File: src/pkg/pgn_pkg.sv
// pgn_pkg: shared constants and types for the gigabit next page / control slice
// assumes: a single 20 MHz clock domain and a plain register port
package pgn_pkg;
   // register offsets (byte addresses of the 16-bit registers)
   localparam logic [15:0] PGN_OFS_PARTNER_NP = 16'h0110; // partner next page
   localparam logic [15:0] PGN_OFS_GIG_CTRL   = 16'h0112; // gigabit control
   localparam logic [15:0] PGN_OFS_NP_STATUS  = 16'h0114; // page received status (own)
   // gigabit control field positions
   localparam int PGN_TEST_HI   = 15;
   localparam int PGN_TEST_LO   = 13;
   localparam int PGN_MAN_EN    = 12;
   localparam int PGN_MAN_VAL   = 11;
   localparam int PGN_PORT_TYPE = 10;
   localparam int PGN_ADV_FD    = 9;
   localparam int PGN_ADV_HD    = 8;
   // writable mask and reset value of gigabit control, reset value of the held partner page
   localparam logic [15:0] PGN_GIG_WMASK = 16'hFF00;
   localparam logic [15:0] PGN_GIG_RST   = 16'h0700;
   localparam logic [15:0] PGN_NP_RST    = 16'h0000;
   // received page status bit
   localparam int PGN_PG_RCV_BIT = 1;
   // test mode codes
   typedef enum logic [2:0] {
      PGN_TM_NORMAL   = 3'h0,
      PGN_TM_WAVEFORM = 3'h1,
      PGN_TM_JIT_MST  = 3'h2,
      PGN_TM_JIT_SLV  = 3'h3,
      PGN_TM_DISTORT  = 3'h4
   } pgn_test_t;
   // master/slave resolution request to negotiation
   typedef enum logic [1:0] {
      PGN_MS_PREF_SLAVE  = 2'h0,
      PGN_MS_PREF_MASTER = 2'h1,
      PGN_MS_FORCE_SLAVE = 2'h2,
      PGN_MS_FORCE_MASTER = 2'h3
   } pgn_ms_t;
endpackage : pgn_pkg

File: src/pkg/pgn_cfg_if.sv
// pgn_cfg_if: raw test field carried from the register file to the test selector, decoded selection carried back
// assumes: driven and read on the same clock
`timescale 1ns/1ps
`default_nettype none
interface pgn_cfg_if;
   logic [2:0] test_code; // raw test field
   logic       test_on;   // valid test mode selected
   logic [2:0] test_mode; // latched valid mode
   modport src (output test_code, input test_on, input test_mode);
   modport dst (input test_code, output test_on, output test_mode);
endinterface : pgn_cfg_if
`default_nettype wire

File: src/logic/pgn_page_cap.sv
// pgn_page_cap: holds the partner's latest next page and a latched arrival flag
// assumes: page_valid_in is a one-cycle pulse on the system clock
`timescale 1ns/1ps
`default_nettype none
module pgn_page_cap
   import pgn_pkg::*;
(
   input  wire logic        clk_in,        // system clock
   input  wire logic        rst_in,        // async reset, high
   input  wire logic        page_valid_in, // complete page received
   input  wire logic [15:0] page_in,       // received page word
   input  wire logic        flag_clr_in,   // status read clears flag
   output logic      [15:0] page_out,      // held page
   output logic             rcvd_out       // latched arrival flag
);
   // all fields load together and hold until the next page
   always_ff @(posedge clk_in or posedge rst_in)
   begin
      if (rst_in)
         page_out <= PGN_NP_RST;
      else if (page_valid_in)
         page_out <= page_in;
   end
   // latched high; a new page beats the read clear
   always_ff @(posedge clk_in or posedge rst_in)
   begin
      if (rst_in)
         rcvd_out <= 1'b0;
      else if (page_valid_in)
         rcvd_out <= 1'b1;
      else if (flag_clr_in)
         rcvd_out <= 1'b0;
   end
endmodule : pgn_page_cap
`default_nettype wire

File: src/logic/pgn_regs.sv
// pgn_regs: partner next page and gigabit control registers for one port
// assumes: plain register port, one clock, page pulses from negotiation logic
// Operation
// - test field selects normal or four tests
// - codes 101 to 111 produce no test
// - valid test drives all four pairs
// - bit 12 enables manual master-slave
// - bit 11 forces master or slave
// - bit 10 preference when manual off
// - bit 9 advertises gigabit full duplex
// - bit 8 half duplex; 7:0 reserved
// - bit 15 reports partner next page
// - bit 14 reports partner acknowledge
// - message page, ack2, message field read-only
// - bit 11 reports partner toggle
// - page received flag latched until read
`timescale 1ns/1ps
`default_nettype none
module pgn_regs
   import pgn_pkg::*;
#(
   parameter int PAIRS = 4 // differential pairs driven in test
)(
   input  wire logic             clk_in,        // 20 MHz clock
   input  wire logic             rst_in,        // async reset, high
   input  wire logic [15:0]      addr_in,       // register address
   input  wire logic [15:0]      wdata_in,      // write data
   input  wire logic             wr_in,         // write strobe
   input  wire logic             rd_in,         // read strobe
   output logic      [15:0]      rdata_out,     // read data, cycle after rd
   input  wire logic             page_valid_in, // partner page complete
   input  wire logic [15:0]      page_in,       // partner page word
   output logic      [2:0]       test_mode_out, // active test mode
   output logic      [PAIRS-1:0] test_pair_out, // pairs carrying test waveform
   output logic      [1:0]       ms_cfg_out,    // master-slave request
   output logic                  adv_fd_out,    // advertise 1000 full duplex
   output logic                  adv_hd_out     // advertise 1000 half duplex
);
   logic [15:0] gig_ctrl_ff;  // gigabit control register
   logic [15:0] np_hold;      // held partner page
   logic        np_rcvd;      // latched page flag
   logic        flag_clr;     // status read clears flag
   logic [1:0]  nxt_ms_cfg;   // next master-slave request
   pgn_cfg_if   cfg ();       // control word to test selector

   // decode a register hit
   function automatic logic hit(input logic [15:0] a, input logic [15:0] ofs);
      hit = (a == ofs);
   endfunction : hit

   // control register, reserved low byte stays zero
   always_ff @(posedge clk_in or posedge rst_in)
   begin
      if (rst_in)
         gig_ctrl_ff <= PGN_GIG_RST;
      else if (wr_in && hit(addr_in, PGN_OFS_GIG_CTRL))
         gig_ctrl_ff <= wdata_in & PGN_GIG_WMASK;
   end

   assign flag_clr = rd_in && hit(addr_in, PGN_OFS_NP_STATUS);
   assign cfg.test_code = gig_ctrl_ff[PGN_TEST_HI:PGN_TEST_LO];

   // selector keeps reserved codes out of the transmitter
   pgn_test_sel u_sel (
      .clk_in (clk_in),
      .rst_in (rst_in),
      .cfg    (cfg.dst)
   );

   // partner page capture and arrival flag
   pgn_page_cap u_cap (
      .clk_in        (clk_in),
      .rst_in        (rst_in),
      .page_valid_in (page_valid_in),
      .page_in       (page_in),
      .flag_clr_in   (flag_clr),
      .page_out      (np_hold),
      .rcvd_out      (np_rcvd)
   );

   // read data stands only in the cycle after the strobe; unmapped reads zero
   always_ff @(posedge clk_in or posedge rst_in)
   begin
      if (rst_in)
         rdata_out <= 16'h0000;
      else if (!rd_in)
         rdata_out <= 16'h0000;
      else if (hit(addr_in, PGN_OFS_PARTNER_NP))
         rdata_out <= np_hold;
      else if (hit(addr_in, PGN_OFS_GIG_CTRL))
         rdata_out <= gig_ctrl_ff;
      else if (hit(addr_in, PGN_OFS_NP_STATUS))
         rdata_out <= 16'(np_rcvd) << PGN_PG_RCV_BIT;
      else
         rdata_out <= 16'h0000;
   end

   // manual setting wins; otherwise the port type preference is sent
   always_comb
   begin
      if (gig_ctrl_ff[PGN_MAN_EN])
         nxt_ms_cfg = gig_ctrl_ff[PGN_MAN_VAL] ? PGN_MS_FORCE_MASTER
                                               : PGN_MS_FORCE_SLAVE;
      else
         nxt_ms_cfg = gig_ctrl_ff[PGN_PORT_TYPE] ? PGN_MS_PREF_MASTER
                                                 : PGN_MS_PREF_SLAVE;
   end

   // registered outputs toward negotiation and transmitter
   always_ff @(posedge clk_in or posedge rst_in)
   begin
      if (rst_in)
      begin
         ms_cfg_out    <= PGN_MS_PREF_MASTER;
         adv_fd_out    <= 1'b1;
         adv_hd_out    <= 1'b1;
         test_mode_out <= 3'h0;
         test_pair_out <= '0;
      end
      else
      begin
         ms_cfg_out    <= nxt_ms_cfg;
         adv_fd_out    <= gig_ctrl_ff[PGN_ADV_FD];
         adv_hd_out    <= gig_ctrl_ff[PGN_ADV_HD];
         test_mode_out <= cfg.test_mode;
         test_pair_out <= cfg.test_on ? '1 : '0; // no link needed
      end
   end

   // checks
   // the control word must come out of reset with the documented defaults
   chk_rst_value: assert property (@(posedge clk_in) disable iff (rst_in)
      $fell(rst_in) |-> gig_ctrl_ff == PGN_GIG_RST) else $error("control reset wrong");
   // write edge, register, selector, output: three edges from strobe to pairs
   chk_test_pairs: assert property (@(posedge clk_in) disable iff (rst_in)
      (wr_in && hit(addr_in, PGN_OFS_GIG_CTRL)
       && wdata_in[PGN_TEST_HI:PGN_TEST_LO] inside {[PGN_TM_WAVEFORM:PGN_TM_DISTORT]})
      |-> ##3 (test_pair_out == '1)) else $error("test not on all pairs");
   chk_test_rsvd: assert property (@(posedge clk_in) disable iff (rst_in)
      (wr_in && hit(addr_in, PGN_OFS_GIG_CTRL)
       && wdata_in[PGN_TEST_HI:PGN_TEST_LO] > PGN_TM_DISTORT)
      |-> ##3 (test_pair_out == '0)) else $error("reserved code ran a test");
   chk_test_mode: assert property (@(posedge clk_in) disable iff (rst_in)
      test_pair_out == '1 |-> test_mode_out inside {[PGN_TM_WAVEFORM:PGN_TM_DISTORT]})
      else $error("bad test mode");
   chk_manual_ms: assert property (@(posedge clk_in) disable iff (rst_in)
      gig_ctrl_ff[PGN_MAN_EN] |=> ms_cfg_out == {1'b1, $past(gig_ctrl_ff[PGN_MAN_VAL])})
      else $error("manual master-slave wrong");
   chk_pref_ms: assert property (@(posedge clk_in) disable iff (rst_in)
      !gig_ctrl_ff[PGN_MAN_EN] |=> ms_cfg_out == {1'b0, $past(gig_ctrl_ff[PGN_PORT_TYPE])})
      else $error("preference wrong");
   chk_adv_bits: assert property (@(posedge clk_in) disable iff (rst_in)
      (adv_fd_out == $past(gig_ctrl_ff[PGN_ADV_FD]))
      && (adv_hd_out == $past(gig_ctrl_ff[PGN_ADV_HD])))
      else $error("advertisement wrong");
   chk_rsvd_low: assert property (@(posedge clk_in) disable iff (rst_in)
      gig_ctrl_ff[7:0] == 8'h00) else $error("reserved bits set");
   // every page pulse must replace the whole held word in the next cycle
   chk_page_load: assert property (@(posedge clk_in) disable iff (rst_in)
      page_valid_in |=> np_hold == $past(page_in)) else $error("page not loaded");
   // held page must not drift between pulses
   chk_page_hold: assert property (@(posedge clk_in) disable iff (rst_in)
      !page_valid_in |=> np_hold == $past(np_hold)) else $error("page drifted");
   // a read of the control word returns the register as it stood at the strobe
   chk_rd_ctrl: assert property (@(posedge clk_in) disable iff (rst_in)
      (rd_in && hit(addr_in, PGN_OFS_GIG_CTRL)) |=> rdata_out == $past(gig_ctrl_ff))
      else $error("control read wrong");
   // a status read with no new page must clear the latched flag
   chk_flag_clr: assert property (@(posedge clk_in) disable iff (rst_in)
      (flag_clr && !page_valid_in) |=> !np_rcvd) else $error("page flag not cleared");
   chk_flag_set: assert property (@(posedge clk_in) disable iff (rst_in)
      page_valid_in |=> np_rcvd) else $error("page flag not set");
   chk_flag_hold: assert property (@(posedge clk_in) disable iff (rst_in)
      (np_rcvd && !flag_clr) |=> np_rcvd) else $error("page flag dropped");
   chk_rd_zero: assert property (@(posedge clk_in) disable iff (rst_in)
      !rd_in |=> rdata_out == 16'h0000) else $error("read data lingers");
   cov_test_on:  cover property (@(posedge clk_in) test_pair_out == '1);
   cov_manual:   cover property (@(posedge clk_in) ms_cfg_out == PGN_MS_FORCE_MASTER);
   cov_page_rd:  cover property (@(posedge clk_in) np_rcvd && flag_clr);
endmodule : pgn_regs
`default_nettype wire

File: src/logic/pgn_test_sel.sv
// pgn_test_sel: turns the test field into a registered test selection
// assumes: the field comes from a register on the same clock
`timescale 1ns/1ps
`default_nettype none
module pgn_test_sel
   import pgn_pkg::*;
(
   input  wire logic clk_in, // system clock
   input  wire logic rst_in, // async reset, high
   pgn_cfg_if.dst    cfg     // control word
);
   // reserved codes leave the transmitter in normal operation
   always_ff @(posedge clk_in or posedge rst_in)
   begin
      if (rst_in)
      begin
         cfg.test_on   <= 1'b0;
         cfg.test_mode <= 3'h0;
      end
      else
      begin
         case (cfg.test_code)
            PGN_TM_WAVEFORM, PGN_TM_JIT_MST, PGN_TM_JIT_SLV, PGN_TM_DISTORT:
            begin
               cfg.test_on   <= 1'b1;
               cfg.test_mode <= cfg.test_code;
            end
            default:
            begin
               cfg.test_on   <= 1'b0;
               cfg.test_mode <= 3'h0;
            end
         endcase
      end
   end
endmodule : pgn_test_sel
`default_nettype wire

File: config.mk
export PLATFORM = sky130hd
export DESIGN_NAME = pgn_regs
export DESIGN_NICKNAME = d
export VERILOG_FILES = /design/src/pkg/pgn_pkg.sv /design/src/pkg/pgn_cfg_if.sv /design/src/logic/pgn_page_cap.sv /design/src/logic/pgn_regs.sv /design/src/logic/pgn_test_sel.sv
export SDC_FILE = /design/constraint.sdc
export NUM_CORES = 1
export LEC_CHECK = 0
export BUFFER_PORTS_ARGS = -buffer_cell sky130_fd_sc_hd__buf_4
export CAP_MARGIN = 0
export CORE_UTILIZATION = 51
export DETAILED_ROUTE_END_ITERATION = 8
export PLACE_DENSITY = 0.83
export RECOVER_POWER = 100
export SYNTH_ARGS = -nofsm -noshare
export SYNTH_HDL_FRONTEND = slang
export SYNTH_SLANG_ARGS = --single-unit
export TNS_END_PERCENT = 10
File: constraint.sdc
create_clock -name clk_in -period 4.15 [get_ports clk_in]
set_input_delay 0.415 -clock clk_in [delete_from_list [all_inputs] [get_ports clk_in]]
set_output_delay 0.415 -clock clk_in [all_outputs]
set_load 0.03 [all_outputs]
==> flow_summary_export.csv, run 1 <==
group,metric,value,unit
sta,worst_slew_pin_slew,1819,ps
placement,dpl.cell_count,237,
clocking,numClockSinks,53,
cells_and_area,syn_to_final_growth,25.08,%
status,outcome,"finished with violations",
critical_path,crit_chain,"clkbuf_4 > nor4b_1 > nand4_2 > nor3_1 > mux2_4",
placement,io_buffers,71,
grt,grt_overflow,0,
clocking,cts_made_buffers,5,
critical_path,arrival,2850,ps
grt,grtUsageTotal,0.1944,
clocking,root_buffer,"clkbuf_8",
floorplan,dieArea,4187,um2
yosys,synthSimpleGateAreaFrac,0.1104,
floorplan,chipWidth,64.71,um
critical_path,ff2ff_path_depth,1,
yosys,synth_fp_nets,177,
sta,rsz0062_at_grt,"no",
routing,via_per_inst,5.151,
floorplan,core_area,3716,um2
sta,min_period,2672,ps
routing,drc,0,
placement,gp_congestion,0.8602,
run,maxCapViolCount,2,
cells_and_area,antenna_cells_inserted,0,
status,violations,"capacitance limit, slew limit",
routing,wire_per_inst,15.02,um
critical_path,critical_path.slowest_cell,"nor3_1",
cells_and_area,seq_area,1334,um2
placement,dp_hpwl,2.781,mm
cells_and_area,layout_commonest_cell,"dfrtp_1",
floorplan,start_util,0.5397,
grt,grt_pass1_wl,5.927,mm
cells_and_area,fill_cells,297,
yosys,synth_cell_type_count,24,
critical_path,crit_type,"in -> reg",
clocking,htree_levels,2,
worst_hold_path,worstHoldPathType,"in -> reg",
critical_path,critPathCaptureType,"register",
sta,worst_slack,1478,ps
placement,post_dp_cell_area,2564,um2
routing,firstDrtPassIters,4,
cells_and_area,fin_nets,249,
cells_and_area,drive_above_1_share,0.4061,
pwr,power_density,346.7,nW/um2
floorplan,ios,80,
yosys,synthCells,124,
pwr,leakage,1.175,nW
sta,drv_slew,63,
cells_and_area,layout_common_cells,"47 x dfrtp_1, 40 x buf_4, 32 x clkbuf_1",
yosys,synth-seq-cells,53,
critical_path,cp-start-kind,"primary input",
routing,postRouteAntennaNets,0,
routing,wl,3.679,mm
routing,drtIter0Drc,42,
sta,tns,0,ps
critical_path,critPathMaxFanout,8,
yosys,yosysSeqAreaShare,0.6650,
clocking,cts_resized,0,
grt,grt_max_degree,54,
cells_and_area,final_cells,245,
clocking,clk_latency,290,ps
cells_and_area,multi_input_area,606.8,um2
routing,vias,1262,
yosys,syn_area_per_cell,16.17,um2
cells_and_area,final_cell_area,2509,um2
critical_path,worst-path-stages,5,
sta,finalHoldViolations,0,
floorplan,rows,22,
yosys,yosys.area_share.adder,0,
clocking,cts_buffer_depth,2,
pwr,ir_drop,0.2279,mV
clocking,cts_hold_buf,0,
sta,slew-limit-headroom,-0.2140,
sta,min_period_over_period,0.6438,
worst_hold_path,whs_path_depth,2,
yosys,syn-cell-area,2006,um2
sta,fin_skew,4.541,ps
grt,antenna_found_initial,0,
sta,setup_viol,0,
critical_path,crit_path_max_incr_delay,1220,ps
clocking,cts_tree,"done",
floorplan,fp.dieH,64.71,um
clocking,clk_pin_slew,80,ps
yosys,synthMuxAreaShare,0.1603,
yosys,synth_top_family_by_area,"multiplexers",
clocking,post_cts_buffers,0,
grt,grt_pass1_vias,1301,
placement,dp_slack,1987,ps
sta,max_freq,0.3743,GHz
yosys,synth_compound_area_frac,0.04055,
critical_path,crit_buf_inv,1,
critical_path,crit_family,"simple AND/OR/NAND/NOR gates",
critical_path,required,4330,ps
yosys,ys_warn_count,0,
yosys,synth_xor_area_frac,0.004367,
routing by layer:
metal | vias to the layer above | GRT usage | share of wire
li1 | 572 | - | -
met5 | - | 0 | 0
met4 | 0 | 0.09167 | 0.025
met3 | 9 | 0.06162 | 0.075
met2 | 64 | 0.3203 | 0.50
met1 | 617 | 0.2299 | 0.40
synthesized netlist by cell type, drive strengths merged:
cell type   n  area (um2)
nor4b       2       47.55
nor4        1       21.27
nor2        5       18.77
and2        8       50.05
dfrtp      47        1176
xnor2       1       8.760
mux2i       1       10.01
nor3        3       26.28
dfstp       6       157.7
nand2       2       7.510
nand4       3       25.02
mux2       25       311.6
buf         4       26.27
nor2b       2       12.51
a22o        8       70.07
o32a        1       11.26
inv         1       3.750
clkbuf      2       8.750
nand2b      2       12.51
flip-flops by register name, indices dropped and copies added, names as in the netlist:
signal,count
adv_fd_out,1
adv_hd_out,1
gig_ctrl_ff,8
ms_cfg_out,2
rdata_out,16
test_mode_out,3
test_pair_out,1
u_cap.page_out,16
u_cap.rcvd_out,1
u_sel.cfg.test_mode,3
u_sel.cfg.test_on,1
area by class of cell:
type	count	share of cell area
clock buffer	8	0.03192
inverter	1	0.001496
multi-input combinational	64	0.2419
sequential	53	0.5317
tap	48	0.02394
timing repair buffer	71	0.1691
report_power, final:
| group | internal [mW] | switching, mW | leakage (nW) |
|---|---|---|---|
| registers | 0.532 | 0.00792 | 0.678 |
| logic | 0.0425 | 0.0275 | 0.458 |
| clock network | 0.120 | 0.140 | 0.0395 |
stage by stage:
stage               hold WS, ps  utilization  power (mW)
global route              333.9       0.6751      0.9110
floorplan                 331.2            -      0.5796
global placement          332.1       0.6899      0.6199
finish                    346.3       0.6751      0.8699
CTS                       335.9       0.7114      0.8850
detailed placement        334.7       0.6899      0.6241
kinds of logic (layout without fill, tap and decap cells):
family                 count (synthesis)  count (layout)
flip-flops                            53              53
buffers and inverters                  7              80
multiplexers                          26              26
AO/OA/AOI/OAI                          9               9
XOR/XNOR                               1               1
AND/OR/NAND/NOR                       28              28
worst paths after layout:
check / from / slack, ps / endpoint
max reg2reg: gig_ctrl_ff[15] / 3300 / gig_ctrl_ff[15]
min in group asynchronous: rst_in / 720 / u_cap.page_out[2]
max: addr_in[12] / 1480 / gig_ctrl_ff[13]
min reg2reg: u_sel.cfg.test_mode[1] / 350 / test_mode_out[1]
min: wdata_in[11] / 350 / gig_ctrl_ff[11]
max in group asynchronous: rst_in / 2390 / u_cap.page_out[8]
No activity file was read; power rests on OpenSTA's default activity.
==> run 2: changes to the inputs <==
Settings changed: CORE_UTILIZATION 51 to 47, PLACE_DENSITY 0.83 to 0.78.
Clock period 4.15 ns to 2.71 ns, I/O delays scaled along.
==> flow_summary_export.csv, run 2 (synthesis gave the netlist of run 1 again) <==
group,metric,value,unit
sta,drv_slew,54,
routing,vias,1236,
status,outcome,"finished with violations",
floorplan,chipWidth,67.33,um
cells_and_area,final_cell_area,2507,um2
pwr,ir_drop,0.2719,mV
sta,setup_viol,0,
critical_path,arrival,2180,ps
placement,dp_slack,773.5,ps
grt,grt_pass1_wl,6.051,mm
placement,post_dp_cell_area,2574,um2
placement,io_buffers,71,
cells_and_area,reg.largest.list,"rdata_out x16, u_cap.page_out x16, gig_ctrl_ff x8",
critical_path,crit_chain,"clkbuf_4 > nor4b_1 > nand4_1 > nor2_1 > clkbuf_1 > a22o_1",
status,violations,"capacitance limit, slew limit",
clocking,root_buffer,"clkbuf_8",
critical_path,crit_path_max_incr_delay,620,ps
clocking,post_cts_buffers,0,
sta,min_period_over_period,0.7197,
cells_and_area,final_cells,248,
worst_hold_path,min_to,"gig_ctrl_ff[15]",
critical_path,critPathCaptureType,"register",
routing,drc,0,
clocking,cts_made_buffers,5,
clocking,numClockSinks,53,
cells_and_area,layout_commonest_cell,"dfrtp_1",
cells_and_area,final_core_util,0.6179,
clocking,cts_tree,"done",
clocking,cts_resized,0,
cells_and_area,fill_cells,351,
routing,wl,3.839,mm
placement,dpl.cell_count,240,
critical_path,required,2940,ps
pwr,leakage,1.190,nW
clocking,htree_levels,2,
sta,slew-limit-headroom,-0.2709,
sta,rsz0062_at_grt,"no",
grt,grt_pass1_vias,1380,
sta,worst_slack,759.5,ps
run,maxCapViolCount,1,
routing,via_per_inst,4.984,
cells_and_area,drive_above_1_share,0.3838,
worst_hold_path,min_from,"wdata_in[15]",
pwr,power,1.351,mW
placement,gp_congestion,0.7593,
critical_path,r2r_end,"gig_ctrl_ff[15]",
floorplan,fp.dieH,67.33,um
sta,worst_slew_pin_slew,1904,ps
floorplan,rows,23,
routing,postRouteAntennaNets,0,
sta,finalHoldViolations,0,
sta,fin_skew,8.839,ps
critical_path,cp-start-kind,"primary input",
sta,tns,0,ps
clocking,cts_buffer_depth,2,
pwr,power_density,538.7,nW/um2
grt,antenna_found_initial,0,
floorplan,dieArea,4533,um2
routing,drtIter0Drc,53,
clocking,clk_pin_slew,90,ps
cells_and_area,syn_to_final_growth,25.02,%
sta,min_period,1950,ps
routing,wire_per_inst,15.48,um
critical_path,critPathMaxFanout,11,
clocking,cts_hold_buf,0,
floorplan,ios,80,
cells_and_area,antenna_cells_inserted,0,
floorplan,core_area,4058,um2
critical_path,timing.rr.start,"gig_ctrl_ff[15]",
cells_and_area,fin_nets,250,
cells_and_area,layout_common_cells,"47 x dfrtp_1, 41 x buf_4, 31 x clkbuf_1",
critical_path,critical_path.slowest_cell,"nor4b_1",
clocking,clk_latency,300,ps
floorplan,start_util,0.4943,
critical_path,ff2ff_path_depth,1,
routing,firstDrtPassIters,4,
critical_path,crit_type,"in -> reg",
worst_hold_path,worstHoldPathType,"in -> reg",
critical_path,reg2reg_slack,1830,ps
sta,holdWs,187.8,ps
placement,dp_hpwl,2.853,mm
worst_hold_path,whs_path_depth,2,
grt,grt_max_degree,54,
grt,grtUsageTotal,0.1893,
sta,max_freq,0.5127,GHz
grt,grt_overflow,0,
## run 2: where the power goes
part           total [mW]  switching, mW  internal [mW]
Sequential          0.826         0.0120          0.814
Clock               0.415          0.232          0.183
Combinational       0.109         0.0437         0.0654
## run 2: final cells by class
| type | instances | area, um2 | area share |
|---|---|---|---|
| clock buffer | 7 | 76.32 | 0.03044 |
| clock inverter | 1 | 7.507 | 0.002994 |
| inverter | 1 | 3.754 | 0.001497 |
| multi-input combinational | 64 | 591.8 | 0.2360 |
| sequential | 53 | 1334 | 0.5319 |
| tap | 50 | 62.56 | 0.02495 |
| timing repair buffer | 72 | 431.7 | 0.1722 |
## run 2: worst max-delay path: cells and delay by family
family	cells	cell delay (ps)
AOI/OAI and AO/OA	1	210
buffers and inverters	2	500
and+or+nand+nor	3	1210
## run 2: metal layers
metal | global-route usage | wire (um)
met1 | 0.2036 | 1557
met4 | 0.06915 | 66
met3 | 0.08446 | 314
met5 | 0 | 0
met2 | 0.3263 | 1900
## run 2: worst max-delay path by stage
stage,startpoint,to,slack [ps],cells after the start
finish,addr_in[12],rdata_out[14],760,6
global route,rst_in,u_cap.page_out[10],540,2
CTS,addr_in[12],gig_ctrl_ff[13],1090,5
detailed placement,addr_in[12],gig_ctrl_ff[13],770,5
global placement,addr_in[12],gig_ctrl_ff[14],850,5
floorplan,addr_in[12],gig_ctrl_ff[11],1120,4
==> run 3: changes to the inputs <==
Clock period 2.71 ns to 2 ns, I/O delays scaled along.
==> flow_summary_export.csv, run 3 (synthesis gave the netlist of run 1 again) <==
group,metric,value,unit
pwr,ir_drop,0.4052,mV
grt,grt_overflow,0,
critical_path,cpMostUsedCell,"buf_4",
critical_path,crit_chain,"buf_4 > nor4b_4 > nand4_1 > nor3_4 > buf_4 > mux2_1",
floorplan,start_util,0.4943,
sta,min_period,1380,ps
cells_and_area,syn_to_final_growth,27.26,%
sta,fin_skew,3.864,ps
sta,slew-limit-headroom,0.1652,
worst_hold_path,min_to,"gig_ctrl_ff[13]",
cells_and_area,layout_common_cells,"47 x dfrtp_1, 44 x buf_4, 30 x clkbuf_1",
cells_and_area,final_core_util,0.6290,
floorplan,ios,80,
clocking,clk_latency,300,ps
clocking,post_cts_buffers,0,
critical_path,crit_family,"simple AND/OR/NAND/NOR gates",
grt,grtUsageTotal,0.1964,
clocking,cts_buffer_depth,2,
clocking,cts_hold_buf,0,
critical_path,arrival,1560,ps
cells_and_area,final_cells,252,
worst_hold_path,min_from,"wdata_in[13]",
critical_path,required,2180,ps
critical_path,critical_path.slowest_cell,"mux2_1",
sta,worst_slack,619.9,ps
placement,post_dp_cell_area,2604,um2
sta,max_freq,0.7246,GHz
placement,io_buffers,71,
grt,grt_pass1_wl,6.196,mm
sta,holdWs,108.7,ps
pwr,power,1.884,mW
sta,worst_slew_pin_slew,1252,ps
cells_and_area,reg.largest.list,"rdata_out x16, u_cap.page_out x16, gig_ctrl_ff x8",
sta,rsz0062_at_grt,"no",
pwr,power_density,738.2,nW/um2
grt,grt_max_degree,54,
grt,antenna_found_initial,0,
sta,finalHoldViolations,0,
placement,dp_hpwl,2.909,mm
floorplan,chipWidth,67.33,um
critical_path,cp-start-kind,"primary input",
sta,tns,0,ps
placement,gp_congestion,0.7425,
routing,via_per_inst,5.060,
cells_and_area,antenna_cells_inserted,0,
critical_path,crit_path_max_incr_delay,350,ps
clocking,cts_made_buffers,5,
run,maxCapViolCount,0,
critical_path,reg2reg_slack,1140,ps
clocking,clk_pin_slew,90,ps
critical_path,crit_type,"in -> reg",
routing,drtIter0Drc,73,
clocking,cts_tree,"done",
sta,min_period_over_period,0.6900,
routing,drc,0,
clocking,numClockSinks,53,
floorplan,dieArea,4533,um2
routing,wl,3.939,mm
floorplan,core_area,4058,um2
routing,vias,1275,
critical_path,timing.rr.start,"gig_ctrl_ff[15]",
critical_path,ff2ff_path_depth,1,
placement,dpl.cell_count,244,
clocking,root_buffer,"clkbuf_8",
routing,postRouteAntennaNets,0,
critical_path,critPathMaxFanout,8,
pwr,leakage,1.215,nW
cells_and_area,layout_commonest_cell,"dfrtp_1",
status,outcome,"finished clean",
critical_path,critPathCaptureType,"register",
clocking,htree_levels,2,
cells_and_area,fill_cells,359,
grt,grt_pass1_vias,1312,
placement,dp_slack,336.0,ps
worst_hold_path,worstHoldPathType,"in -> reg",
worst_hold_path,whs_path_depth,2,
floorplan,fp.dieH,67.33,um
floorplan,rows,23,
cells_and_area,final_cell_area,2552,um2
critical_path,r2r_end,"gig_ctrl_ff[15]",
cells_and_area,fin_nets,254,
sta,setup_viol,0,
sta,drv_slew,0,
routing,firstDrtPassIters,4,
routing,wire_per_inst,15.63,um
clocking,cts_resized,0,
cells_and_area,drive_above_1_share,0.4010,
critical_path,crit_buf_inv,2,
## run 3: worst max path at each step
stage | startpoint | end | slack [ps] | cells after the start
floorplan | addr_in[12] | gig_ctrl_ff[11] | 480 | 4
global placement | addr_in[12] | gig_ctrl_ff[13] | 390 | 6
detailed placement | addr_in[9] | gig_ctrl_ff[11] | 340 | 6
CTS | addr_in[9] | gig_ctrl_ff[11] | 670 | 6
global route | addr_in[7] | rdata_out[12] | 510 | 6
finish | addr_in[9] | gig_ctrl_ff[11] | 620 | 6
## run 3: layout make-up
cell class | count | area, um2 | share of cell area
clock buffer | 6 | 82.58 | 0.03235
clock inverter | 2 | 13.76 | 0.005392
inverter | 1 | 3.754 | 0.001471
multi-input combinational | 64 | 600.6 | 0.2353
sequential | 53 | 1334 | 0.5225
tap | 50 | 62.56 | 0.02451
timing repair buffer | 76 | 455.4 | 0.1784
## run 3: metal layers
metal | share of wire | vias to the layer above | track usage
met4 | 0.013 | 0 | 0.09309
li1 | - | 585 | -
met3 | 0.075 | 6 | 0.07264
met1 | 0.40 | 634 | 0.2321
met5 | 0 | - | 0
met2 | 0.51 | 50 | 0.3163
## run 3: power breakdown
| part | switching, mW | internal [mW] |
|---|---|---|
| clock network | 0.333 | 0.281 |
| registers | 0.0156 | 1.10 |
| logic | 0.0607 | 0.0906 |
| total | 0.409 | 1.47 |
